`src/shared/swpc_pkg.sv`:
```
package swpc_pkg;

	// Port population and register address map
	localparam int unsigned NPORTS = 27;
	localparam int unsigned IDX_W = 5;
	localparam int unsigned ADDR_W = 12;
	localparam logic [11:0] CPU_BASE = 12'h000;
	localparam logic [11:0] I2C_BASE = 12'h000;
	localparam logic [11:0] I2C_LAST = 12'h01A;
	localparam logic [10:0] CPU_PORT_LIMIT = 11'h01B;

	// Control byte layout
	localparam int unsigned FC_OFF_BIT = 0;
	localparam int unsigned HALF_BIT = 1;
	localparam int unsigned SPEED10_BIT = 2;
	localparam int unsigned MODE_LSB = 3;
	localparam int unsigned MODE_MSB = 4;
	localparam int unsigned ASYM_BIT = 5;
	localparam int unsigned STP_LSB = 6;
	localparam int unsigned STP_MSB = 7;
	localparam logic [7:0] CTRL_RESET = 8'hC0;

	// Received pause frame counter
	localparam int unsigned CNT_W = 16;
	localparam logic [15:0] CNT_ONE = 16'h0001;
	localparam logic [15:0] CNT_MAX = 16'hFFFF;

	typedef enum logic [1:0] {
		MODE_AUTO = 2'b00,
		MODE_LIMITED = 2'b01,
		MODE_DOWN = 2'b10,
		MODE_UP = 2'b11
	} swpc_mode_t;

	typedef enum logic [1:0] {
		STP_BLOCKING = 2'b00,
		STP_LISTENING = 2'b01,
		STP_LEARNING = 2'b10,
		STP_FORWARDING = 2'b11
	} swpc_stp_t;

	// Returns {hit, port index}; CPU space uses even addresses only
	function automatic logic [IDX_W:0] swpc_decode(input logic i2c, input logic [11:0] addr);
		logic [11:0] off;
		logic hit;
		logic [IDX_W-1:0] idx;
		off = 12'h000;
		hit = 1'b0;
		idx = '0;
		if (i2c) begin
			off = addr - I2C_BASE;
			hit = (addr >= I2C_BASE) && (off <= (I2C_LAST - I2C_BASE));
			idx = off[IDX_W-1:0];
		end else begin
			off = addr - CPU_BASE;
			hit = (addr >= CPU_BASE) && (off[0] == 1'b0) && (off[11:1] < CPU_PORT_LIMIT);
			idx = off[IDX_W:1];
		end
		return {hit, idx};
	endfunction

endpackage

```
`src/verilog/swpc_port_policy.sv`:
```
`timescale 1ns/1ps
module swpc_port_policy (
	input wire logic clk,
	input wire logic rst_n,
	input wire logic [7:0] prog_ctrl,
	input wire logic tx_active,
	input wire logic rx_active,
	input wire logic congested,
	input wire logic rx_pause_frame,
	input wire logic rx_frame,
	input wire logic phy_link,
	input wire logic an_done,
	input wire logic an_speed10,
	input wire logic an_half,
	output logic link_up,
	output logic an_run,
	output logic mii_poll,
	output logic speed_10,
	output logic half_duplex,
	output logic tx_jam,
	output logic tx_pause_req,
	output logic rx_pause_apply,
	output logic rx_forward,
	output logic rx_learn,
	output logic rx_drop,
	output logic [swpc_pkg::CNT_W-1:0] fc_rx_count
);

	logic [7:0] act_q, act_d;
	logic link_d, an_run_d, mii_poll_d, speed_d, half_d;
	logic jam_d, pause_d, apply_d, fwd_d, learn_d, drop_d;
	logic [swpc_pkg::CNT_W-1:0] cnt_d;
	logic fc_on, pause_ok;
	swpc_pkg::swpc_mode_t mode;
	swpc_pkg::swpc_stp_t stp;

	always_comb begin
		mode = swpc_pkg::swpc_mode_t'(act_q[swpc_pkg::MODE_MSB:swpc_pkg::MODE_LSB]);
		stp = swpc_pkg::swpc_stp_t'(act_q[swpc_pkg::STP_MSB:swpc_pkg::STP_LSB]);
		// RQ18 frame boundary commit
		act_d = (tx_active || rx_active) ? act_q : prog_ctrl;
		// RQ1 flow control polarity
		fc_on = !act_q[swpc_pkg::FC_OFF_BIT];
		speed_d = act_q[swpc_pkg::SPEED10_BIT];
		half_d = act_q[swpc_pkg::HALF_BIT];
		an_run_d = 1'b0;
		mii_poll_d = 1'b0;
		link_d = 1'b0;
		unique case (mode)
			// RQ9 hardware auto negotiation
			swpc_pkg::MODE_AUTO: begin
				an_run_d = 1'b1;
				link_d = phy_link && an_done;
				if (an_done) begin
					speed_d = an_speed10;
					half_d = an_half;
				end
			end
			// RQ10 poll only, no speed negotiation
			swpc_pkg::MODE_LIMITED: begin
				mii_poll_d = 1'b1;
				link_d = phy_link;
			end
			// RQ11 forced link down
			swpc_pkg::MODE_DOWN: begin
				link_d = 1'b0;
			end
			// RQ12 forced up from low control bits
			swpc_pkg::MODE_UP: begin
				link_d = 1'b1;
			end
		endcase
		// RQ2 back pressure in half duplex; RQ5 none when off
		jam_d = link_d && fc_on && half_d && congested;
		// RQ3 pause frames in full duplex; RQ13 asymmetric suppresses them
		pause_d = link_d && fc_on && !half_d && !act_q[swpc_pkg::ASYM_BIT] && congested;
		// RQ6 received pause ignored when flow control is off
		pause_ok = link_d && fc_on && !half_d && rx_pause_frame;
		apply_d = pause_ok;
		// RQ4 count received pause frames, saturating
		cnt_d = (pause_ok && fc_rx_count != swpc_pkg::CNT_MAX) ? fc_rx_count + swpc_pkg::CNT_ONE : fc_rx_count;
		// RQ14 RQ15 RQ16 spanning tree filtering
		fwd_d = link_d && rx_frame && (stp == swpc_pkg::STP_FORWARDING);
		learn_d = link_d && rx_frame && act_q[swpc_pkg::STP_MSB];
		drop_d = rx_frame && !fwd_d;
	end

	always_ff @(posedge clk) begin
		if (!rst_n) begin
			act_q <= swpc_pkg::CTRL_RESET;
			link_up <= 1'b0;
			an_run <= 1'b0;
			mii_poll <= 1'b0;
			speed_10 <= 1'b0;
			half_duplex <= 1'b0;
			tx_jam <= 1'b0;
			tx_pause_req <= 1'b0;
			rx_pause_apply <= 1'b0;
			rx_forward <= 1'b0;
			rx_learn <= 1'b0;
			rx_drop <= 1'b0;
			fc_rx_count <= '0;
		end else begin
			act_q <= act_d;
			link_up <= link_d;
			an_run <= an_run_d;
			mii_poll <= mii_poll_d;
			speed_10 <= speed_d;
			half_duplex <= half_d;
			tx_jam <= jam_d;
			tx_pause_req <= pause_d;
			rx_pause_apply <= apply_d;
			rx_forward <= fwd_d;
			rx_learn <= learn_d;
			rx_drop <= drop_d;
			fc_rx_count <= cnt_d;
		end
	end
endmodule // swpc_port_policy

```
`src/verilog/swpc_port_ctrl.sv`:
```
// Notes on behaviour
// RQ1: Control bit 0 set turns flow control off; clear turns it on.
// RQ2: Flow control on in half duplex jams collisions as back pressure.
// RQ3: Flow control on in full duplex sends and honours pause frames.
// RQ4: With flow control on, each received pause frame bumps the counter; the code counts them only in full duplex with link up.
// RQ5: Flow control off in half duplex: no pause frames, no jamming.
// RQ6: Flow control off in full duplex: no pause, received pause ignored, uncounted.
// RQ7: Bit 1 picks half duplex when set, full duplex when clear.
// RQ8: Bit 2 picks 10 Mb/s when set, 100 Mb/s when clear.
// RQ9: Mode 00 runs the hardware auto-negotiation machine.
// RQ10: Mode 01 skips speed negotiation but still polls PHY link.
// RQ11: Mode 10 stops negotiation and holds the link down.
// RQ12: Mode 11 forces link up using bits 2:0 for configuration.
// RQ13: Asymmetric bit stops pause transmission yet keeps pause reception; resets clear.
// RQ14: Spanning state resets to forwarding; blocking and listening drop frames.
// RQ15: Learning state drops frames but learns their source addresses.
// RQ16: Forwarding state forwards frames and learns source addresses.
// RQ17: One register per port, CPU address 2N, I2C address N, both writable.
// RQ18: Control changes apply only between frames.
`timescale 1ns/1ps
module swpc_port_ctrl (
	input wire logic REF_CLK,
	input wire logic RSTN,
	input wire logic CFG_WR,
	input wire logic CFG_RD,
	input wire logic CFG_I2C,
	input wire logic [swpc_pkg::ADDR_W-1:0] CFG_ADDR,
	input wire logic [7:0] CFG_WDATA,
	output logic [7:0] CFG_RDATA,
	output logic CFG_RVALID,
	input wire logic [swpc_pkg::NPORTS-1:0] TX_ACTIVE,
	input wire logic [swpc_pkg::NPORTS-1:0] RX_ACTIVE,
	input wire logic [swpc_pkg::NPORTS-1:0] CONGESTED,
	input wire logic [swpc_pkg::NPORTS-1:0] RX_PAUSE_FRAME,
	input wire logic [swpc_pkg::NPORTS-1:0] RX_FRAME,
	input wire logic [swpc_pkg::NPORTS-1:0] PHY_LINK,
	input wire logic [swpc_pkg::NPORTS-1:0] AN_DONE,
	input wire logic [swpc_pkg::NPORTS-1:0] AN_SPEED10,
	input wire logic [swpc_pkg::NPORTS-1:0] AN_HALF,
	output logic [swpc_pkg::NPORTS-1:0] LINK_UP,
	output logic [swpc_pkg::NPORTS-1:0] AN_RUN,
	output logic [swpc_pkg::NPORTS-1:0] MII_POLL,
	output logic [swpc_pkg::NPORTS-1:0] SPEED_10,
	output logic [swpc_pkg::NPORTS-1:0] HALF_DUPLEX,
	output logic [swpc_pkg::NPORTS-1:0] TX_JAM,
	output logic [swpc_pkg::NPORTS-1:0] TX_PAUSE_REQ,
	output logic [swpc_pkg::NPORTS-1:0] RX_PAUSE_APPLY,
	output logic [swpc_pkg::NPORTS-1:0] RX_FORWARD,
	output logic [swpc_pkg::NPORTS-1:0] RX_LEARN,
	output logic [swpc_pkg::NPORTS-1:0] RX_DROP,
	output logic [swpc_pkg::NPORTS*swpc_pkg::CNT_W-1:0] FC_RX_COUNT
);

	// Programmed control bytes, one per port; readback shows these, not the active copy
	logic [7:0] ctrl_q [swpc_pkg::NPORTS];
	logic [7:0] ctrl_d [swpc_pkg::NPORTS];
	logic [7:0] rdata_d;
	logic rvalid_d;
	logic [swpc_pkg::IDX_W:0] dec;
	logic hit;
	logic [swpc_pkg::IDX_W-1:0] idx;

	always_comb begin
		// RQ17 address decode
		dec = swpc_pkg::swpc_decode(CFG_I2C, CFG_ADDR);
		hit = dec[swpc_pkg::IDX_W];
		idx = dec[swpc_pkg::IDX_W-1:0];
	end

	always_comb begin
		for (int i = 0; i < swpc_pkg::NPORTS; i++) begin
			ctrl_d[i] = ctrl_q[i];
		end
		// RQ17 per-port write
		if (CFG_WR && hit) begin
			ctrl_d[idx] = CFG_WDATA;
		end
		// A read in the same cycle as a write returns the old value; data holds between reads
		rdata_d = CFG_RDATA;
		if (CFG_RD) begin
			rdata_d = hit ? ctrl_q[idx] : 8'h00;
		end
		rvalid_d = CFG_RD;
	end

	always_ff @(posedge REF_CLK) begin
		if (!RSTN) begin
			// RQ14 spanning state resets to forwarding
			for (int i = 0; i < swpc_pkg::NPORTS; i++) begin
				ctrl_q[i] <= swpc_pkg::CTRL_RESET;
			end
			CFG_RDATA <= 8'h00;
			CFG_RVALID <= 1'b0;
		end else begin
			for (int i = 0; i < swpc_pkg::NPORTS; i++) begin
				ctrl_q[i] <= ctrl_d[i];
			end
			CFG_RDATA <= rdata_d;
			CFG_RVALID <= rvalid_d;
		end
	end

	// RQ7 RQ8 duplex and speed applied per port
	for (genvar p = 0; p < swpc_pkg::NPORTS; p++) begin : g_port
		swpc_port_policy u_policy (
			.clk(REF_CLK),
			.rst_n(RSTN),
			.prog_ctrl(ctrl_q[p]),
			.tx_active(TX_ACTIVE[p]),
			.rx_active(RX_ACTIVE[p]),
			.congested(CONGESTED[p]),
			.rx_pause_frame(RX_PAUSE_FRAME[p]),
			.rx_frame(RX_FRAME[p]),
			.phy_link(PHY_LINK[p]),
			.an_done(AN_DONE[p]),
			.an_speed10(AN_SPEED10[p]),
			.an_half(AN_HALF[p]),
			.link_up(LINK_UP[p]),
			.an_run(AN_RUN[p]),
			.mii_poll(MII_POLL[p]),
			.speed_10(SPEED_10[p]),
			.half_duplex(HALF_DUPLEX[p]),
			.tx_jam(TX_JAM[p]),
			.tx_pause_req(TX_PAUSE_REQ[p]),
			.rx_pause_apply(RX_PAUSE_APPLY[p]),
			.rx_forward(RX_FORWARD[p]),
			.rx_learn(RX_LEARN[p]),
			.rx_drop(RX_DROP[p]),
			.fc_rx_count(FC_RX_COUNT[p*swpc_pkg::CNT_W +: swpc_pkg::CNT_W])
		);
	end
endmodule // swpc_port_ctrl

```
`config.mk`:
```
export PLATFORM = sky130hd
export DESIGN_NAME = swpc_port_ctrl
export DESIGN_NICKNAME = d
export VERILOG_FILES = /design/src/shared/swpc_pkg.sv /design/src/verilog/swpc_port_policy.sv /design/src/verilog/swpc_port_ctrl.sv
export SDC_FILE = /design/constraint.sdc
export NUM_CORES = 2
export LEC_CHECK = 0
export BUFFER_PORTS_ARGS = -buffer_cell sky130_fd_sc_hd__buf_2
export CORE_MARGIN = 1
export CORE_UTILIZATION = 30
export DETAILED_ROUTE_END_ITERATION = 8
export PLACE_DENSITY_LB_ADDON = 0.3
export SKIP_CTS_REPAIR_TIMING = 1
export SYNTH_ARGS = -nofsm -noshare
export SYNTH_HDL_FRONTEND = slang
export SYNTH_SLANG_ARGS = --single-unit
export TNS_END_PERCENT = 10
```
`constraint.sdc`:
```
create_clock -name REF_CLK -period 2.5 [get_ports REF_CLK]
set_input_delay 0.125 -clock REF_CLK [delete_from_list [all_inputs] [get_ports REF_CLK]]
set_output_delay 0.125 -clock REF_CLK [all_outputs]
set_load 0.02 [all_outputs]
```
==> metrics.cfg <==
[floorplan]
die-area_mm2=0.164
start_util_pct=30.3
coreArea_mm2=0.161
die_w_um=405
rows=147
num_io_pins=1006
fp.dieH_um=405

[synth]
synth_top_cell_area_share_pct=48.1
ys_seq_elements=1170
synth_cell_types=78
syn_area_per_cell_um2=8.61
synth-main-ff-cell=dfxtp_1
synth_largest_area_cell=dfxtp_1
yosysSeqAreaShare_pct=48.1
synth_area_mm2=0.0487
ys.warnings.count=0
netlist_instances=5659
synthArstFlopShare_pct=0
netlist_top_cells_area=dfxtp_1, nand2_1, nand3_1, buf_4, nor2_1
synth_edf_count=0
syn-num-nets=5954

[finish]
fin_nets=7126
top_regs=g_port.u_policy.fc_rx_count (432), ctrl_q (216), g_port.u_policy.act_q (216)
drive_gt1_share_pct=21.9
regMostFlops=g_port.u_policy.fc_rx_count
fillers=16300
fin_cells=9112
final_common_cell=dfxtp_1
final_area_mm2=0.0637
mostFrequentLayoutCells=dfxtp_1, buf_2, nand2_1
post-route-util_pct=39.6
largest_reg_flops=432
syn2layout_area_growth_pct=30.8

[timing]
tightest_slew_ns=0.712
fmax_mhz=406
setup_viol=0
setup_ws_ns=0.0397
drv_slew=0
fin_crit_ns=2.46
fin_crit_sh_pct=98.4
skew_ns=0.0184
relSlewSlack_pct=52.6
final-hold-violation-count=0

[global_routing]
grt_usage_pct=22.1
busiest_layer=met2
antenna_found_initial=29
grt_max_degree=120
grt_pass1_vias=40800
grt_pass1_wl_um=272000
use_met1_pct=26.4
grtUsageMet2_pct=36.9
overflow=0
use_met3_pct=6.07

[clock_tree]
h-tree-depth=4
clk_pin_slew_worst_paths_ns=0.07
clkLatencyLatePin_ns=0.78
cts_tree=yes
root_buffer=clkbuf_16
clock_sinks=1170
clock_path_buffers=3
cts-buffers-inserted=138

[drt]
firstDrtPassIters=9
drc_errors=1
num_vias=45400
wl_per_cell_um=21.1
drt_iter0_drc=3589
final_antenna_net_count=0
viasPerCell=4.98
postRouteWirelength_um=192000

[place]
place_inst=8456
routabilityCongestion=0.907
postPlaceCellArea_mm2=0.0550
numPortBuffers=1005
dp_slack_ns=-0.0251
place_hpwl_um=146000

[worst_setup_path]
arrival_ns=3.19
cp-start-kind=flop
crit_type=reg2reg
ff2ff_path_depth=8
crit_path_end_kind=flop
worst_path_max_delay_cell=dlygate4sd3_1
timing.rr.start=g_port[5].u_policy.act_q[4]
rr_endpoint=g_port[5].u_policy.tx_pause_req
crit_fanout=8
r2r_slack_ns=0.04
worstPathRequired_ns=3.23
cp_cell_sequence=nor2b_1 > o22a_1 > dlygate4sd3_1 > nand2_1 > inv_1 > nand2_1 > nor3_1 > dlygate4sd3_1
slowest_delay_ns=0.58

[min_path]
min_delay_path_depth=4
min_from=AN_DONE[21]
hp-class=in2reg
hold_end=g_port[21].u_policy.link_up

[outcome]
failed_checks=DRC
status=finished with violations

[power]
ir_drop_mv=0.723
total_power_mw=43.0
p_leak_nw=26.5
powerDensity_mw_per_mm2=675

[job]
cap_violations=0

-- worst max-delay path: cells and delay by family, from the launching register on --
kind | cells | cell delay, ns
AOI/OAI and AO/OA | 1 | 0.18
buffers and inverters | 3 | 1.30
DFF | 1 | 0.39
and+or+nand+nor | 4 | 0.54
-- cell usage after synthesis (all sizes together) (27+ instances only) --
cell type,n
a21oi,229
a31oi,40
and2,91
and3,93
and4,46
buf,366
clkbuf,214
dfxtp,1170
ha,27
inv,49
mux2i,90
nand2,736
nand3,481
nand4,117
nor2,514
nor2b,51
nor3,171
nor3b,89
nor4,66
o21ai,264
o22a,28
o22ai,81
or2,37
or3,48
xnor2,215
xor2,96
-- through the flow --
step	setup TNS, ns	hold slack, ns
after floorplan	0	0.241
after global placement	0	0.356
after detailed placement	-0.0275	0.358
after CTS	0	-0.510
after global routing	-0.0273	0.000727
final	0	0.00637
-- final cells by class --
type | instances | area [µm²] | area share [%]
Antenna cell | 18 | 45.0 | 0.0707
Clock buffer | 192 | 3990 | 6.27
Clock inverter | 51 | 726 | 1.14
Inverter | 50 | 195 | 0.306
Multi-Input combinational cell | 3859 | 21900 | 34.3
Sequential cell | 1170 | 23400 | 36.8
Tap cell | 2160 | 2700 | 4.24
Timing Repair Buffer | 1612 | 10800 | 16.9
-- layer usage --
metal | part of all wire, % | wire length, µm | up-vias
li1 | - | - | 21800
met1 | 41 | 79400 | 21700
met2 | 48 | 91900 | 1484
met3 | 6.7 | 12900 | 375
met4 | 3.9 | 7560 | 24
met5 | 0.080 | 153 | -
-- power breakdown --
part / switching (mW) / internal [mW]
Clock: 8.29 / 12.8
Sequential: 0.153 / 18.9
Combinational: 1.70 / 1.16
Total: 10.1 / 32.8
-- kinds of logic after synthesis --
kind of cell,after synthesis,share of synthesized area (%)
compound gates,784,9.81
xor+xnor,311,5.59
fa+ha+maj,27,0.693
buf+inv,630,7.17
flops,1170,48.1
mux,99,2.07
simple gates,2638,26.6
-- worst max path at each step --
stage          slack [ns]  cells after the start                                 end                         from
2_1_floorplan        0.08                      7  g_port[0].u_policy.fc_rx_count[15]  g_port[0].u_policy.act_q[4]
5_1_grt             -0.03                      8     g_port[5].u_policy.tx_pause_req  g_port[5].u_policy.act_q[4]
4_1_cts              0.09                      6  g_port[0].u_policy.fc_rx_count[15]  g_port[0].u_policy.act_q[3]
6_report             0.04                      8     g_port[5].u_policy.tx_pause_req  g_port[5].u_policy.act_q[4]
3_5_place_dp        -0.03                      9                        CFG_RDATA[6]                      CFG_I2C
3_3_place_gp         0.06                      9                        CFG_RDATA[7]                      CFG_I2C
No activity file was read; power rests on OpenSTA's default activity.
